File: config.mk
export PLATFORM = sky130hd
export DESIGN_NAME = bpt_port
export DESIGN_NICKNAME = d
export VERILOG_FILES = /design/src/bpt_pkg.sv /design/src/bpt_sync.sv /design/src/bpt_port.sv
export VERILOG_INCLUDE_DIRS = /design/src
export SDC_FILE = /design/constraint.sdc
export NUM_CORES = 1
export LEC_CHECK = 0
export BUFFER_PORTS_ARGS = -buffer_cell sky130_fd_sc_hd__clkbuf_2
export CAP_MARGIN = 20
export CORE_UTILIZATION = 53
export DETAILED_ROUTE_END_ITERATION = 7
export PLACE_DENSITY_LB_ADDON = 0.2
export RECOVER_POWER = 100
export SLEW_MARGIN = 20
export SYNTH_ARGS = -nofsm -noshare
export SYNTH_HDL_FRONTEND = slang
export SYNTH_HIERARCHICAL = 1
export SYNTH_SLANG_ARGS = --single-unit
File: constraint.sdc
create_clock -name clk -period 5.34 [get_ports clk]
set_input_delay 0.534 -clock clk [delete_from_list [all_inputs] [get_ports clk]]
set_output_delay 0.534 -clock clk [all_outputs]
set_load 0.02 [all_outputs]
File: src/bpt_params.svh
// Named offsets, field positions and reset values of the timed byte port.
// Assumes inclusion by bare name from any design file that needs them.
`ifndef BPT_PARAMS_SVH
`define BPT_PARAMS_SVH

// ****************************************************************
// Register indices; byte address is four times the index.
// ****************************************************************
`define BPT_IDX_DATA      6'h38
`define BPT_IDX_CTRL      6'h3C
`define BPT_IDX_FUNC      6'h3D
`define BPT_IDX_DRIVE     6'h3E
`define BPT_IDX_DIR       6'h3F
`define BPT_IDX_GROUP     2'h3
`define BPT_IDX_LSB       2
`define BPT_IDX_MSB       7

// ****************************************************************
// Field positions and reset values.
// ****************************************************************
`define BPT_PINS          8
`define BPT_NIB_W         4
`define BPT_SEL_LOWER_LSB 0
`define BPT_SEL_UPPER_LSB 4
`define BPT_DIR_RESET     8'h00
`define BPT_ZERO_BYTE     8'h00
`define BPT_ZERO_WORD     32'h00000000
`define BPT_RESP_OKAY     2'h0
`define BPT_RESP_SLVERR   2'h2

`endif

File: src/bpt_pkg.sv
// Types shared by the timed byte port design.
// Assumes the constants header is available on the include path.
package bpt_pkg;

    // ****************************************************************
    // Transfer timing source of one output nibble.
    // ****************************************************************
    typedef enum logic [1:0]
    {
        BPT_CLK_HALF,
        BPT_CLK_A1,
        BPT_CLK_B1,
        BPT_CLK_B2
    } bpt_clksel_t;

    // ****************************************************************
    // On-chip timer ticks, one-cycle pulses on clk.
    // ****************************************************************
    typedef struct packed
    {
        logic a1;
        logic b1;
        logic b2;
    } bpt_tick_t;

    // ****************************************************************
    // Alternate function signals from on-chip peripherals.
    // ****************************************************************
    typedef struct packed
    {
        logic [3:0] pwm;
        logic       sclk_c;
        logic       sclk_d;
        logic       sclk_c_int;
        logic       sclk_d_int;
    } bpt_alt_t;

endpackage : bpt_pkg

File: src/bpt_sync.sv
// Two-stage synchroniser for the port pin input levels.
// Assumes the pins are asynchronous to clk.
`timescale 1ns/1ps
`default_nettype none
`include "bpt_params.svh"

module bpt_sync
    import bpt_pkg::*;
(
    input  wire logic                 clk,
    input  wire logic                 reset_n,
    input  wire logic [`BPT_PINS-1:0] pin_async,
    output var  logic [`BPT_PINS-1:0] pin_sync
);

    logic [`BPT_PINS-1:0] pin_meta;

    // First stage feeds only the second stage.
    always_ff @(posedge clk or negedge reset_n)
    begin
        if (!reset_n)
        begin
            pin_meta <= `BPT_ZERO_BYTE;
            pin_sync <= `BPT_ZERO_BYTE;
        end
        else
        begin
            pin_meta <= pin_async;
            pin_sync <= pin_meta;
        end
    end

endmodule : bpt_sync

`default_nettype wire

File: src/bpt_port.sv
// Eight-bit port with preload, timed nibble transfer and alternate functions.
// Assumes an AXI4-Lite master on clk and timer ticks synchronous to clk.
//
// Added by the designer: the AXI4-Lite slave port.
`timescale 1ns/1ps
`default_nettype none
`include "bpt_params.svh"

module bpt_port
    import bpt_pkg::*;
(
    input  wire logic                 clk,
    input  wire logic                 reset_n,
    input  wire logic [7:0]           s_awaddr,
    input  wire logic                 s_awvalid,
    output var  logic                 s_awready,
    input  wire logic [31:0]          s_wdata,
    input  wire logic [3:0]           s_wstrb,
    input  wire logic                 s_wvalid,
    output var  logic                 s_wready,
    output var  logic [1:0]           s_bresp,
    output var  logic                 s_bvalid,
    input  wire logic                 s_bready,
    input  wire logic [7:0]           s_araddr,
    input  wire logic                 s_arvalid,
    output var  logic                 s_arready,
    output var  logic [31:0]          s_rdata,
    output var  logic [1:0]           s_rresp,
    output var  logic                 s_rvalid,
    input  wire logic                 s_rready,
    input  wire bpt_tick_t            tick,
    input  wire bpt_alt_t             alt,
    input  wire logic                 other_port_output_mode,
    input  wire logic [`BPT_PINS-1:0] pin_in,
    output var  logic [`BPT_PINS-1:0] pin_out,
    output var  logic [`BPT_PINS-1:0] pin_oe,
    output var  logic [`BPT_PINS-1:0] quad_in,
    output var  logic [`BPT_PINS-1:0] other_port_data,
    output var  logic                 other_port_oe
);

    // ****************************************************************
    // Storage.
    // ****************************************************************
    logic [`BPT_PINS-1:0] pin_sync;
    logic [`BPT_PINS-1:0] pin_data_preload;
    wire  [`BPT_PINS-1:0] final_out;
    logic [`BPT_PINS-1:0] alternate_function_enable;
    logic [`BPT_PINS-1:0] open_drain_select;
    logic [`BPT_PINS-1:0] pin_direction;
    bpt_clksel_t          sel_upper;
    bpt_clksel_t          sel_lower;
    logic                 half_phase;
    logic [5:0]           wr_idx;
    logic [7:0]           wr_byte;
    logic                 wr_lane;

    bpt_sync u_sync
    (
        .clk       (clk),
        .reset_n   (reset_n),
        .pin_async (pin_in),
        .pin_sync  (pin_sync)
    );

    // ****************************************************************
    // Bus decode.
    // ****************************************************************
    wire       do_write   = !s_awready && !s_wready && !s_bvalid;
    wire       wr_group   = (wr_idx[5:4] == `BPT_IDX_GROUP);
    wire       wr_en      = do_write && wr_lane;
    wire       wr_data    = wr_en && (wr_idx == `BPT_IDX_DATA);
    wire       wr_ctrl    = wr_en && (wr_idx == `BPT_IDX_CTRL);
    wire       wr_func    = wr_en && (wr_idx == `BPT_IDX_FUNC);
    wire       wr_drive   = wr_en && (wr_idx == `BPT_IDX_DRIVE);
    wire       wr_dir     = wr_en && (wr_idx == `BPT_IDX_DIR);
    wire       wr_other   = wr_en && wr_group;
    wire [5:0] rd_idx     = s_araddr[`BPT_IDX_MSB:`BPT_IDX_LSB];
    wire       rd_take    = s_arvalid && s_arready;
    wire       rd_group   = (rd_idx[5:4] == `BPT_IDX_GROUP);
    // Write-only registers read as zero so software cannot mistake them for state.
    wire [31:0] rd_word   = (rd_idx == `BPT_IDX_DATA) ? {24'h000000, pin_sync} : `BPT_ZERO_WORD;

    // ****************************************************************
    // AXI4-Lite write channel; address and data may come in either order.
    // ****************************************************************
    always_ff @(posedge clk or negedge reset_n)
    begin
        if (!reset_n)
        begin
            s_awready <= 1'b1;
            s_wready  <= 1'b1;
            s_bvalid  <= 1'b0;
            s_bresp   <= `BPT_RESP_OKAY;
        end
        else if (s_bvalid && s_bready)
        begin
            s_bvalid  <= 1'b0;
            s_awready <= 1'b1;
            s_wready  <= 1'b1;
        end
        else
        begin
            if (s_awvalid && s_awready)
                s_awready <= 1'b0;
            if (s_wvalid && s_wready)
                s_wready <= 1'b0;
            if (do_write)
            begin
                s_bvalid <= 1'b1;
                s_bresp  <= wr_group ? `BPT_RESP_OKAY : `BPT_RESP_SLVERR;
            end
        end
    end

    always_ff @(posedge clk)
    begin
        if (s_awvalid && s_awready)
            wr_idx <= s_awaddr[`BPT_IDX_MSB:`BPT_IDX_LSB];
        if (s_wvalid && s_wready)
        begin
            wr_byte <= s_wdata[7:0];
            wr_lane <= s_wstrb[0];
        end
    end

    // ****************************************************************
    // AXI4-Lite read channel.
    // ****************************************************************
    always_ff @(posedge clk or negedge reset_n)
    begin
        if (!reset_n)
        begin
            s_arready <= 1'b1;
            s_rvalid  <= 1'b0;
            s_rdata   <= `BPT_ZERO_WORD;
            s_rresp   <= `BPT_RESP_OKAY;
        end
        else if (rd_take)
        begin
            s_arready <= 1'b0;
            s_rvalid  <= 1'b1;
            s_rdata   <= rd_word;
            s_rresp   <= rd_group ? `BPT_RESP_OKAY : `BPT_RESP_SLVERR;
        end
        else if (s_rvalid && s_rready)
        begin
            s_rvalid  <= 1'b0;
            s_arready <= 1'b1;
        end
    end

    // ****************************************************************
    // Control registers.
    // ****************************************************************
    always_ff @(posedge clk or negedge reset_n)
    begin
        if (!reset_n)
        begin
            pin_direction <= `BPT_DIR_RESET;
            sel_upper     <= BPT_CLK_HALF;
            sel_lower     <= BPT_CLK_HALF;
            half_phase    <= 1'b0;
        end
        else
        begin
            half_phase <= !half_phase;
            if (wr_dir)
                pin_direction <= wr_byte;
            if (wr_ctrl)
            begin
                sel_upper <= bpt_clksel_t'(wr_byte[`BPT_SEL_UPPER_LSB +: 2]);
                sel_lower <= bpt_clksel_t'(wr_byte[`BPT_SEL_LOWER_LSB +: 2]);
            end
        end
    end

    // No reset here: these hold whatever they powered up with until written.
    always_ff @(posedge clk)
    begin
        if (wr_data)
            pin_data_preload <= wr_byte;
        if (wr_func)
            alternate_function_enable <= wr_byte;
        if (wr_drive)
            open_drain_select <= wr_byte;
    end

    // ****************************************************************
    // Other port output register, shared with slave port output zero.
    // ****************************************************************
    // The decode covers the whole block, so every write here lands there too.
    always_ff @(posedge clk)
    begin
        if (wr_other)
            other_port_data <= wr_byte;
    end

    always_ff @(posedge clk or negedge reset_n)
    begin
        if (!reset_n)
            other_port_oe <= 1'b0;
        else
            other_port_oe <= other_port_output_mode;
    end

    // ****************************************************************
    // Timed nibble transfer.
    // ****************************************************************
    genvar n;
    generate
        for (n = 0; n < 2; n++)
        begin : g_nib
            wire bpt_clksel_t sel = (n == 1) ? sel_upper : sel_lower;
            wire strobe = (sel == BPT_CLK_HALF) ? half_phase :
                          (sel == BPT_CLK_A1)   ? tick.a1    :
                          (sel == BPT_CLK_B1)   ? tick.b1    : tick.b2;
            logic [`BPT_NIB_W-1:0] nib_out;
            // Each nibble keeps its own register so that no two processes write one variable.
            always_ff @(posedge clk)
            begin
                if (strobe)
                    nib_out <= pin_data_preload[n*`BPT_NIB_W +: `BPT_NIB_W];
            end
            assign final_out[n*`BPT_NIB_W +: `BPT_NIB_W] = nib_out;
        end
    endgenerate

    // ****************************************************************
    // Pin drive.
    // ****************************************************************
    wire [7:0] alt_force = {6'h00, alt.sclk_c_int, alt.sclk_d_int};
    wire [7:0] alt_on    = {alternate_function_enable[7:4], 2'h0,
                            alternate_function_enable[1:0]} | alt_force;
    wire [7:0] alt_val   = {alt.pwm, 2'h0, alt.sclk_c, alt.sclk_d};
    wire  [7:0] next_pin_out;
    wire  [7:0] next_pin_oe;

    genvar i;
    generate
        for (i = 0; i < `BPT_PINS; i++)
        begin : g_pin
            wire value    = alt_on[i] ? alt_val[i] : final_out[i];
            wire drive_on = pin_direction[i] | alt_force[i];
            // Open-drain only ever pulls low; a high bit releases the pin.
            assign next_pin_out[i] = drive_on & ~open_drain_select[i] & value;
            assign next_pin_oe[i]  = drive_on & (~open_drain_select[i] | ~value);
        end
    endgenerate

    always_ff @(posedge clk or negedge reset_n)
    begin
        if (!reset_n)
        begin
            pin_out <= `BPT_ZERO_BYTE;
            pin_oe  <= `BPT_ZERO_BYTE;
            quad_in <= `BPT_ZERO_BYTE;
        end
        else
        begin
            pin_out <= next_pin_out;
            pin_oe  <= next_pin_oe;
            quad_in <= pin_sync;
        end
    end

    // The preload holds no defined value until software writes it, so the half-clock transfer check waits for that.
    logic preload_seen;

    always_ff @(posedge clk or negedge reset_n)
    begin
        if (!reset_n)
            preload_seen <= 1'b0;
        else if (wr_data)
            preload_seen <= 1'b1;
    end
endmodule : bpt_port

`default_nettype wire

; Word-level counts from Yosys, hierarchy flattened
; Cells that the tools add are included.
[classes]
add_sub_neg = 0
n_mul = 0
div_mod_pow = 0
order_cmp = 0
eq_ne = 12
shift = 0
n_mux = 27
bitwise_logic = 52
n_reduce_logical = 25
[op_table]
columns = op, n
row1 = "equality test 6 bit, second input constant", 6
row2 = AND 1 bit, 24
row3 = two-way mux 1 bit, 24
row4 = inverter 1 bit, 17
row5 = logical AND 1 bit, 14
row6 = OR 1 bit, 10
row7 = "equality test 2 bit, second input constant", 4
row8 = two-way mux 8 bit, 1
row9 = OR 8 x 2 -> 8 bit, 1
row10 = nonzero test 2 bit, 4
row11 = "equality test 2 x 1 -> 1 bit, second input constant", 2
row12 = zero test 1 bit, 4
row13 = zero test 2 bit, 2
row14 = two-way mux 2 bit, 2
row15 = AND reduction 2 bit, 1
[word_totals]
register_bits = 150
latchBits = 0
ramBits = 0
rom_bits = 0
in_bits = 79
out_inout_bits = 74
elab_cells = 143
memories = 0

; Logic depth before layout (Yosys ltp)
; Gate-level depths: netlist (run 1).
[depth]
word_depth = 5
depth_mapped = 4
ltp_nobuf = 3

; Modules after synthesis
; Netlist (run 1), hierarchy kept.
[modules_own_cells]
columns = mod, n_inst, cells_each, area_per_inst_um2, seq_area_each_um2
row1 = bpt_port, 1, 246, 3881.2, 2921.6
row2 = bpt_sync, 1, 16, 400.4, 400.4

; Worst setup path before layout (run 1)
; Ideal clock, no wire load.
[synth_timing]
path_type = reg2reg
startpoint = register s_bvalid
endpoint = register open_drain_select[0], enable pin
setup_ns = 0.385
arrival_ns = 1.946
required_time_ns = 4.955
slack_ns = 3.009
stages_incl_launch_ff = 5
n_path_buf = 1
period_less_slack_ns = 2.331
path_cell_list = dfrtp_1 > or3_1 > buf_2 > or3_1 > nor3b_1
[synth_between]
elab_chain_len = 4
[synth_rtl]
columns = element, line
row1 = from (decl), bpt_port.sv:22  ; output var logic s_bvalid,
row2 = from (signal assigned), bpt_port.sv:93  ; s_bvalid <= 1'b0;
row3 = from (signal assigned), bpt_port.sv:98  ; s_bvalid <= 1'b0;
row4 = from (signal assigned), bpt_port.sv:110  ; s_bvalid <= 1'b1;
row5 = zero test 1 bit, bpt_port.sv:69  ; wire do_write = !s_awready && !s_wready && !s_bvalid;
row6 = logical AND 1 bit, bpt_port.sv:69
row7 = logical AND 1 bit, bpt_port.sv:71  ; wire wr_en = do_write && wr_lane;
row8 = logical AND 1 bit, bpt_port.sv:75  ; wire wr_drive = wr_en && (wr_idx == `BPT_IDX_DRIVE);
row9 = named net wr_drive, bpt_port.sv:75
row10 = to (signal assigned), bpt_port.sv:186  ; open_drain_select <= wr_byte;
row11 = to (decl), bpt_port.sv:49  ; logic [`BPT_PINS-1:0] open_drain_select;
; The timed path passes the listed nets, and every way through them passes these cells.
; A chain may end at the register's enable or synchronous reset.

; Worst setup path after layout (run 1)
[layout_timing]
startpoint = register s_wready
endpoint = register pin_direction[2]
[layout_between]
elab_chain_len = 5
[layout_rtl]
columns = element, line
row1 = from (decl), bpt_port.sv:20  ; output var logic s_wready,
row2 = from (signal assigned), bpt_port.sv:92  ; s_wready <= 1'b1;
row3 = from (signal assigned), bpt_port.sv:100  ; s_wready <= 1'b1;
row4 = from (signal assigned), bpt_port.sv:107  ; s_wready <= 1'b0;
row5 = zero test 1 bit, bpt_port.sv:69
row6 = logical AND 1 bit (2 in series), bpt_port.sv:69
row7 = logical AND 1 bit, bpt_port.sv:71
row8 = logical AND 1 bit, bpt_port.sv:76  ; wire wr_dir = wr_en && (wr_idx == `BPT_IDX_DIR);
row9 = to (signal assigned), bpt_port.sv:160  ; pin_direction <= `BPT_DIR_RESET;
row10 = to (signal assigned), bpt_port.sv:169  ; pin_direction <= wr_byte;
row11 = to (decl), bpt_port.sv:50  ; logic [`BPT_PINS-1:0] pin_direction;
; Every way passes these cells.

==> results of run 1 <==
==> cells in the final DEF (no fill, tap or decap) <==
master	synthesis	layout
conb_1	1	26
a21oi_1	4	4
edfxtp_1	53	53
buf_2	1	1
a21boi_0	2	2
nor4_1	0	1
clkinv_4	0	2
and2_0	0	4
dfrtp_1	66	66
mux2_2	13	12
or3_1	2	2
nor2_1	4	4
mux2_1	0	1
bufinv_16	0	5
clkbuf_16	0	16
clkinv_2	0	3
and4b_1	1	1
o21a_1	4	4
nand3_1	2	2
inv_1	9	9
buf_4	26	1
nor3b_1	8	8
clkbuf_1	1	50
and3b_1	1	1
inv_6	0	2
and2_1	5	1
dfstp_1	0	3
mux4_2	2	2
clkbuf_2	0	45
or2_2	2	2
nand3b_1	2	2
a31oi_1	3	3
nand2_1	25	25
clkinvlp_4	0	3
o21ai_0	14	14
clkbuf_8	0	1
mux2i_1	5	5
nor4b_1	1	2
==> final timing paths <==
path	start	end	cells past startpoint	slack (ns)
worst max-delay path	s_wready$_DFFE_PN1P_	pin_direction[2]$_DFFE_PN0P_	3	2.24
worst min-delay path	pin_in[4]	u_sync/pin_meta[4]$_DFF_PN0_	1	0.15
worst max register to register	s_wready$_DFFE_PN1P_	pin_direction[2]$_DFFE_PN0P_	3	2.24
worst min register to register	u_sync/pin_meta[7]$_DFF_PN0_	u_sync/pin_sync[7]$_DFF_PN0_	0	0.35
max in group asynchronous	reset_n	pin_out[0]$_DFF_PN0_	2	4.55
min in group asynchronous	reset_n	u_sync/pin_meta[5]$_DFF_PN0_	2	0.24
==> final cells by class <==
cell class | instances | area (um^2) | share of cell area [%]
timing repair buffer | 97 | 425 | 7.98
clock buffer | 17 | 414 | 7.77
sequential | 122 | 3320 | 62.3
inverter | 9 | 33.8 | 0.634
clock inverter | 15 | 223 | 4.18
tap | 102 | 128 | 2.39
multi-input combinational | 128 | 786 | 14.7
==> critical path, delay by kind of cell (launching register included) <==
family	cells	cell delay, ns
simple gates	2	2.12
mux	1	0.46
flops	1	0.39
==> cells by family (layout without fill, tap and decap cells) <==
| kind of cell | count (synthesis) | after routing |
|---|---|---|
| simple gates | 55 | 55 |
| mux | 20 | 20 |
| compound gates | 27 | 27 |
| other cells | 1 | 26 |
| flops | 122 | 122 |
| buf+inv | 37 | 138 |
==> stage by stage <==
step | setup WS [ns] | instance area (um^2) | cells
3_3_place_gp | 2.73 | 4790 | 458
2_1_floorplan | 3.01 | 4380 | 287
5_1_grt | 2.08 | 5330 | 490
4_1_cts | 2.64 | 5430 | 490
3_5_place_dp | 2.66 | 4790 | 458
6_report | 2.24 | 5330 | 490
==> power by group <==
part	internal, uW	switching (uW)	total [uW]	leakage, uW
logic	67.6	143	211	0.000600
clock network	806	399	1210	0.000304
registers	1080	48.2	1120	0.00137
total	1950	591	2540	0.00227
==> routing by layer <==
metal / track usage, % / vias up / part of all wire [%]
met5: 0 / - / 0
met4: 7.03 / 0 / 0.72
met3: 5.80 / 7 / 5.5
met2: 33.1 / 90 / 54
met1: 23.7 / 1176 / 40
li1: - / 1105 / -
==> flow_summary.json, run 1 <==
{
  "status": "complete, but fails checks",
  "violations": "max-capacitance violations, max-slew violations",
  "cts_buffers": 17,
  "hp-class": "input port to register",
  "cts_hold_buf": 0,
  "synth_enable_flop_cells": 53,
  "antenna_cells": 0,
  "path_class": "register to register",
  "crit_path_max_fanout": 8,
  "maxCapViolations": 1,
  "dieArea_um2": 8440,
  "place_congestion": 0.756,
  "gr-total-overflow": 0,
  "min_period_ns": 3.10,
  "clockBufferDepth": 2,
  "wl_mm": 7.40,
  "ant_nets": 0,
  "io_buffers": 95,
  "synth-xor-area-share_pct": 0,
  "seq_area_frac_synth_pct": 77.6,
  "antenna_found_initial": 0,
  "die-height_um": 91.9,
  "synth_top_area_share_pct": 38.6,
  "setup_tns_ns": 0,
  "crit_chain": "or3_1 > nor4_1 > mux2_2",
  "cp.arrival_ns": 3.47,
  "finalHoldViolCount": 0,
  "cts-root-buf": "clkbuf_8",
  "firstDrtPassIters": 4,
  "synthCells": 262,
  "grt_pass1_wl_mm": 12.0,
  "p_per_area_nw_per_um2": 476,
  "netlist_area_um2": 4280,
  "slew_headroom_pct": -40.7,
  "async_reset_ff_share_pct": 56.6,
  "path_clk_slew_ns": 0.06,
  "cts_max_level": 4,
  "ys_types": 29,
  "crit_path_end_kind": "register",
  "fin_util_pct": 68.6,
  "fill_cells": 574,
  "hold_ws_ns": 0.150,
  "min_period_over_period_pct": 58.0,
  "clock_skew_ns": 0.00761,
  "grt_usage_pct": 19.5,
  "vias_per_cell": 4.85,
  "drive_above_1_share_pct": 24.5,
  "chipWidth_um": 91.9,
  "synthAdderAreaFrac_pct": 0,
  "synth_top_family_by_area": "simple AND/OR/NAND/NOR gates",
  "synth_warnings": 6,
  "vias": 2378,
  "coreArea_um2": 7770,
  "synthMuxAreaShare_pct": 5.64,
  "ioPinCount": 153,
  "synth_seq_cells": 122,
  "syn_avg_cell_area_um2": 16.3,
  "clk_latency_ns": 0.49,
  "hpwl_mm": 4.73,
  "rows": 32,
  "synthSimpleGateAreaFrac_pct": 7.54,
  "fmax_mhz": 323,
  "worstMarginPinSlew_ns": 2.09,
  "synthFlopType": "dfrtp_1",
  "p_total_uw": 2540,
  "ir_drop_mv": 0.306,
  "dr.first_iter.drc_count": 101,
  "wire_per_inst_um": 15.1,
  "start_util_pct": 55.1,
  "max_stage_delay_ns": 1.65,
  "start_kind": "register",
  "final_nets": 454,
  "yosysMostFrequentCell": "dfrtp_1",
  "cts.sinks": 122,
  "post_cts_resized": 0,
  "cpMaxStageDelayCell": "nor4_1",
  "post-cts-setup-buffers": 0,
  "p_leak_uw": 0.00227,
  "cts_tree": "done",
  "maxSlewViolCount": 9,
  "area_growth_pct": 24.5,
  "required_ns": 5.71,
  "synth_compound_area_share_pct": 3.59,
  "yosys-top-cells-area": "dfrtp_1, edfxtp_1, buf_4, mux2_2, nand2_1",
  "rsz0062_at_grt": "no",
  "grt_pass1_vias": 2402,
  "netlist_top_cells_count": "dfrtp_1, edfxtp_1, buf_4",
  "drc": 0,
  "finalSetupViolCount": 0,
  "synth_top_area_cell": "dfrtp_1",
  "grt_max_degree": 70
}
Note: power is estimated with default switching activity, not from simulation.
==> run 2, diff against run 1 <==
--- a/config.mk
+++ b/config.mk
@@ -6,9 +6,10 @@
 export SDC_FILE = /design/constraint.sdc
 export NUM_CORES = 1
 export LEC_CHECK = 0
+export ABC_AREA = 1
 export BUFFER_PORTS_ARGS = -buffer_cell sky130_fd_sc_hd__clkbuf_2
 export CAP_MARGIN = 20
-export CORE_UTILIZATION = 53
+export CORE_UTILIZATION = 44
 export DETAILED_ROUTE_END_ITERATION = 7
 export PLACE_DENSITY_LB_ADDON = 0.2
 export RECOVER_POWER = 100
==> constraint.sdc (replaced) <==
create_clock -name clk -period 2.7 [get_ports clk]
set_input_delay 0.27 -clock clk [delete_from_list [all_inputs] [get_ports clk]]
set_output_delay 0.27 -clock clk [all_outputs]
set_load 0.02 [all_outputs]
==> flow_summary.json, run 2 <==
{
  "hp-start": "alt[0]",
  "grt_pass1_vias": 2709,
  "p_per_area_nw_per_um2": 859,
  "required_ns": 3.08,
  "final_nets": 561,
  "io_buffers": 95,
  "start_kind": "register",
  "drive_above_1_share_pct": 16.8,
  "timing.critical_path.buf_inv": 2,
  "grt_usage_pct": 17.3,
  "hp-class": "input port to register",
  "drc": 0,
  "reg2reg_to": "s_rresp[1]$_DFFE_PN0P_",
  "dr.first_iter.drc_count": 86,
  "r2r_setup_slack_ns": 0.73,
  "ant_nets": 0,
  "grt_max_degree": 40,
  "maxCapViolations": 0,
  "place_congestion": 0.745,
  "seqCellArea_um2": 3320,
  "antenna_cells": 0,
  "p_switching_uw": 1260,
  "cpMaxStageDelayCell": "dlygate4sd3_1",
  "cts.sinks": 122,
  "final_common_cell": "nand2_1",
  "ioPinCount": 153,
  "clock_skew_ns": 0.00732,
  "finalSetupViolCount": 0,
  "hpwl_mm": 5.09,
  "area_growth_pct": 31.0,
  "crit_path_max_fanout": 11,
  "start_util_pct": 46.3,
  "ys_types": 23,
  "min_path_cells": 3,
  "yosysMostFrequentCell": "nand2_1",
  "synth_enable_flop_cells": 53,
  "seq_area_frac_synth_pct": 76.2,
  "synth_warnings": 6,
  "crit_path_end_kind": "register",
  "vias": 2776,
  "p_clk_share_pct": 42.7,
  "path_class": "register to register",
  "seq_power_share_pct": 45.8,
  "min_to": "pin_out[0]$_DFF_PN0_",
  "design_area_um2": 5710,
  "r2r-start": "s_arready$_DFFE_PN1P_",
  "p_leak_uw": 0.00259,
  "sw_frac_of_total_pct": 25.6,
  "clockBufferDepth": 2,
  "crit_family": "buffers and inverters",
  "p_int_uw": 3650,
  "cts_tree": "done",
  "worstMarginPinSlew_ns": 0.842,
  "syn_avg_cell_area_um2": 13.0,
  "rows": 35,
  "synthCells": 335,
  "crit_chain": "nand2_1 > clkinv_1 > nor2_1 > a31oi_1 > dlygate4sd3_1",
  "multi_input_area_um2": 826,
  "post-cts-setup-buffers": 0,
  "grt_pass1_wl_mm": 12.6,
  "path_clk_slew_ns": 0.06,
  "clk_latency_ns": 0.50,
  "netlist_top_cells_count": "nand2_1, dfrtp_1, edfxtp_1",
  "synth_seq_cells": 122,
  "vias_per_cell": 4.45,
  "wl_mm": 7.99,
  "firstDrtPassIters": 4,
  "async_reset_ff_share_pct": 56.6,
  "die-height_um": 102,
  "synthFlopType": "dfrtp_1",
  "layout_common_cells": "nand2_1, dfrtp_1, edfxtp_1",
  "cp.arrival_ns": 2.35,
  "reg2regPathDepth": 5,
  "placedCellCount": 560,
  "rsz0062_at_grt": "no",
  "chipWidth_um": 102,
  "combPwrFrac_pct": 11.5,
  "setup_tns_ns": 0,
  "coreArea_um2": 9420,
  "slew_headroom_pct": 43.9,
  "wire_per_inst_um": 12.8,
  "cts_max_level": 4,
  "finalHoldViolCount": 0,
  "status": "complete, no violations",
  "place_area_um2": 4920,
  "dieArea_um2": 10300,
  "cts_buffers": 17,
  "max_stage_delay_ns": 0.56,
  "min_period_ns": 1.97,
  "yosys-top-cells-area": "dfrtp_1, edfxtp_1, nand2_1, buf_4, nor2_1",
  "synth_top_area_cell": "dfrtp_1",
  "fill_cells": 780,
  "fmax_mhz": 508,
  "ir_drop_mv": 0.474,
  "gr-total-overflow": 0,
  "antenna_found_initial": 0,
  "min_period_over_period_pct": 72.9,
  "final_cell_count_no_fill": 624,
  "netlist_area_um2": 4360,
  "cts-root-buf": "clkbuf_8",
  "synth_top_area_share_pct": 37.9,
  "maxSlewViolCount": 0
}
[run 2: through the flow]
stage          hold WS, ns  util [%]  power (uW)  setup WS (ns)
2_1_floorplan      -0.0256         -        2640           1.13
3_3_place_gp         0.332      52.3        2820           1.03
3_5_place_dp         0.337      52.3        2840           1.06
4_1_cts             0.0377      61.6        4990          0.768
5_1_grt             0.0537      60.7        5130          0.519
6_report            0.0692      60.7        4910          0.731
[run 2: layout make-up]
type / count / area share, %
multi-input combinational: 187 / 14.5
sequential: 122 / 58.2
tap: 129 / 2.83
inverter: 23 / 1.51
clock inverter: 12 / 2.17
timing repair buffer: 131 / 13.2
clock buffer: 20 / 7.62
[run 2: how the worst max path moves through the flow]
stage | startpoint | endpoint | depth (start not counted)
global placement | s_wready$_DFFE_PN1P_ | alternate_function_enable[6]$_DFFE_PP_ | 5
detailed placement | s_wready$_DFFE_PN1P_ | alternate_function_enable[7]$_DFFE_PP_ | 5
finish | s_arready$_DFFE_PN1P_ | s_rresp[1]$_DFFE_PN0P_ | 5
CTS | s_arready$_DFFE_PN1P_ | s_rresp[1]$_DFFE_PN0P_ | 5
floorplan | s_bvalid$_DFFE_PN0P_ | pin_data_preload[0]$_DFFE_PP_ | 5
global route | s_wready$_DFFE_PN1P_ | open_drain_select[4]$_DFFE_PP_ | 6
[run 2: power groups by stage]
stage | Clock (uW) | Combinational (uW) | Sequential (uW)
after floorplan | 0 | 271 | 2370
after global placement | 0 | 533 | 2290
after detailed placement | 0 | 547 | 2290
after CTS | 2130 | 600 | 2260
after global routing | 2230 | 633 | 2270
final | 2100 | 565 | 2250
[run 2: metal layers]
| metal | part of all wire (%) | up-vias | track usage (%) | routed length [um] |
|---|---|---|---|---|
| met2 | 50 | 97 | 27.7 | 4010 |
| met4 | 1.1 | 0 | 7.25 | 89 |
| met5 | 0 | - | 0 | 0 |
| met1 | 43 | 1328 | 20.9 | 3420 |
| li1 | - | 1344 | - | - |
| met3 | 5.9 | 7 | 6.76 | 472 |
[run 2: repair_timing]
action                    4_1_cts  5_1_grt
hold endpoints to repair       64        0
gates resized for setup         0        0
hold buffers                   32        0
[run 2: kinds of logic (layout without fill, tap and decap cells)]
family,count (synthesis),count (layout),share of synthesized area (%)
AOI/OAI and AO/OA,22,22,3.01
buffers and inverters,51,186,6.80
DFF,122,122,76.2
other,1,26,0.0861
and+or+nand+nor,139,139,13.9
[run 2: worst register-to-register path, cell delays in order, from the launching register on]
cell and delay (ns):
dfstp_1 0.37, nand2_1 0.31, clkinv_1 0.38, nor2_1 0.17, a31oi_1 0.05, dlygate4sd3_1 0.56
==> run 3, diff against run 2 <==
==> constraint.sdc (replaced) <==
create_clock -name clk -period 1.6 [get_ports clk]
set_input_delay 0.16 -clock clk [delete_from_list [all_inputs] [get_ports clk]]
set_output_delay 0.16 -clock clk [all_outputs]
set_load 0.02 [all_outputs]
==> flow_summary.json, run 3 (synthesis results as in run 2) <==
{
  "status": "complete, no violations",
  "cts_buffers": 17,
  "dr.first_iter.drc_count": 97,
  "fin_util_pct": 63.1,
  "antenna_cells": 0,
  "wl_met3_um": 269,
  "wire_per_inst_um": 12.3,
  "coreArea_um2": 9420,
  "min_period_ns": 1.48,
  "placedCellCount": 566,
  "die-height_um": 102,
  "grt_max_degree": 70,
  "r2r-start": "s_wready$_DFFE_PN1P_",
  "final_common_cell": "nand2_1",
  "fin_ws_ns": 0.123,
  "post_cts_resized": 0,
  "io_buffers": 95,
  "cts_hold_buf": 42,
  "rows": 35,
  "cts_max_level": 4,
  "grt_usage_pct": 17.2,
  "required_ns": 1.44,
  "setup_tns_ns": 0,
  "p_leak_uw": 0.00271,
  "final_nets": 577,
  "finalHoldViolCount": 0,
  "drc": 0,
  "dieArea_um2": 10300,
  "vias_per_cell": 4.43,
  "ant_nets": 0,
  "cts-root-buf": "clkbuf_8",
  "maxCapViolations": 0,
  "met1_length_mm": 3.47,
  "wl_mm": 7.87,
  "antenna_found_initial": 0,
  "fmax_mhz": 677,
  "crit_family": "flip-flops",
  "hp-class": "input port to register",
  "chipWidth_um": 102,
  "clockBufferDepth": 2,
  "worstMarginPinSlew_ns": 0.929,
  "ir_drop_mv": 0.818,
  "layout_common_cells": "nand2_1, dfrtp_1, edfxtp_1",
  "clk_latency_ns": 0.50,
  "start_kind": "register",
  "place_congestion": 0.710,
  "grt_pass1_vias": 2928,
  "vias": 2836,
  "post-cts-setup-buffers": 0,
  "ioPinCount": 153,
  "path_clk_slew_ns": 0.06,
  "wl_met2_mm": 4.00,
  "hp-start": "alt[7]",
  "crit_chain": "clkbuf_1",
  "pre_cts_ws_ns": 0.153,
  "final_cell_count_no_fill": 640,
  "max_stage_delay_ns": 0.58,
  "area_growth_pct": 36.4,
  "firstDrtPassIters": 4,
  "maxSlewViolCount": 0,
  "crit_path_max_fanout": 4,
  "slew_headroom_pct": 38.1,
  "cp.arrival_ns": 1.32,
  "cts_tree": "done",
  "timing.critical_path.buf_inv": 1,
  "cts.sinks": 122,
  "p_total_uw": 8790,
  "start_util_pct": 46.3,
  "cpMaxStageDelayCell": "dfstp_1",
  "gr-total-overflow": 0,
  "highest_layer": "met4",
  "hpwl_mm": 4.92,
  "crit_path_end_kind": "output pin",
  "crit_path_start": "s_awready$_DFFE_PN1P_",
  "clock_skew_ns": 0.00739,
  "drive_above_1_share_pct": 18.2,
  "finalSetupViolCount": 0,
  "rsz0062_at_grt": "no",
  "p_per_area_nw_per_um2": 1480,
  "path_class": "register to output pin",
  "min_period_over_period_pct": 92.3,
  "grt_pass1_wl_mm": 13.1
}
run 3: final timing paths:
kind,depth (start not counted),slack [ns],to
max in group asynchronous,3,0.56,pin_oe[0]$_DFF_PN0_
min,4,0.009,pin_oe[7]$_DFF_PN0_
min in group asynchronous,3,0.44,s_rresp[1]$_DFFE_PN0P_
max reg2reg,6,0.13,pin_data_preload[6]$_DFFE_PP_
min reg2reg,0,0.35,u_sync/pin_sync[2]$_DFF_PN0_
max,1,0.12,s_awready
run 3: final cells by class:
cell class,count,area (um^2)
multi-input combinational,187,833
clock buffer,20,435
inverter,23,86.3
tap,129,161
timing repair buffer,147,912
clock inverter,12,195
sequential,122,3320
fill,773,3470
run 3: metal layers:
layer / global-route usage [%] / up-vias
met2: 29.4 / 80
met3: 4.76 / 11
li1: - / 1377
met4: 7.02 / 0
met1: 20.6 / 1368
met5: 0 / -
run 3: report_power, final:
group	switching [uW]	internal [uW]	total (uW)	leakage [uW]
clock	1280	2720	4000	0.000301
sequential	182	3620	3810	0.00137
combinational	654	335	988	0.00105
total	2110	6680	8790	0.00271
run 3: stage by stage:
step,hold slack [ns],cell area [um^2]
after detailed placement,0.215,4980
after global placement,0.213,4980
after floorplan,-0.136,4450
after CTS,0.00340,6030
after global routing,0.0397,5950
final,0.00945,5950
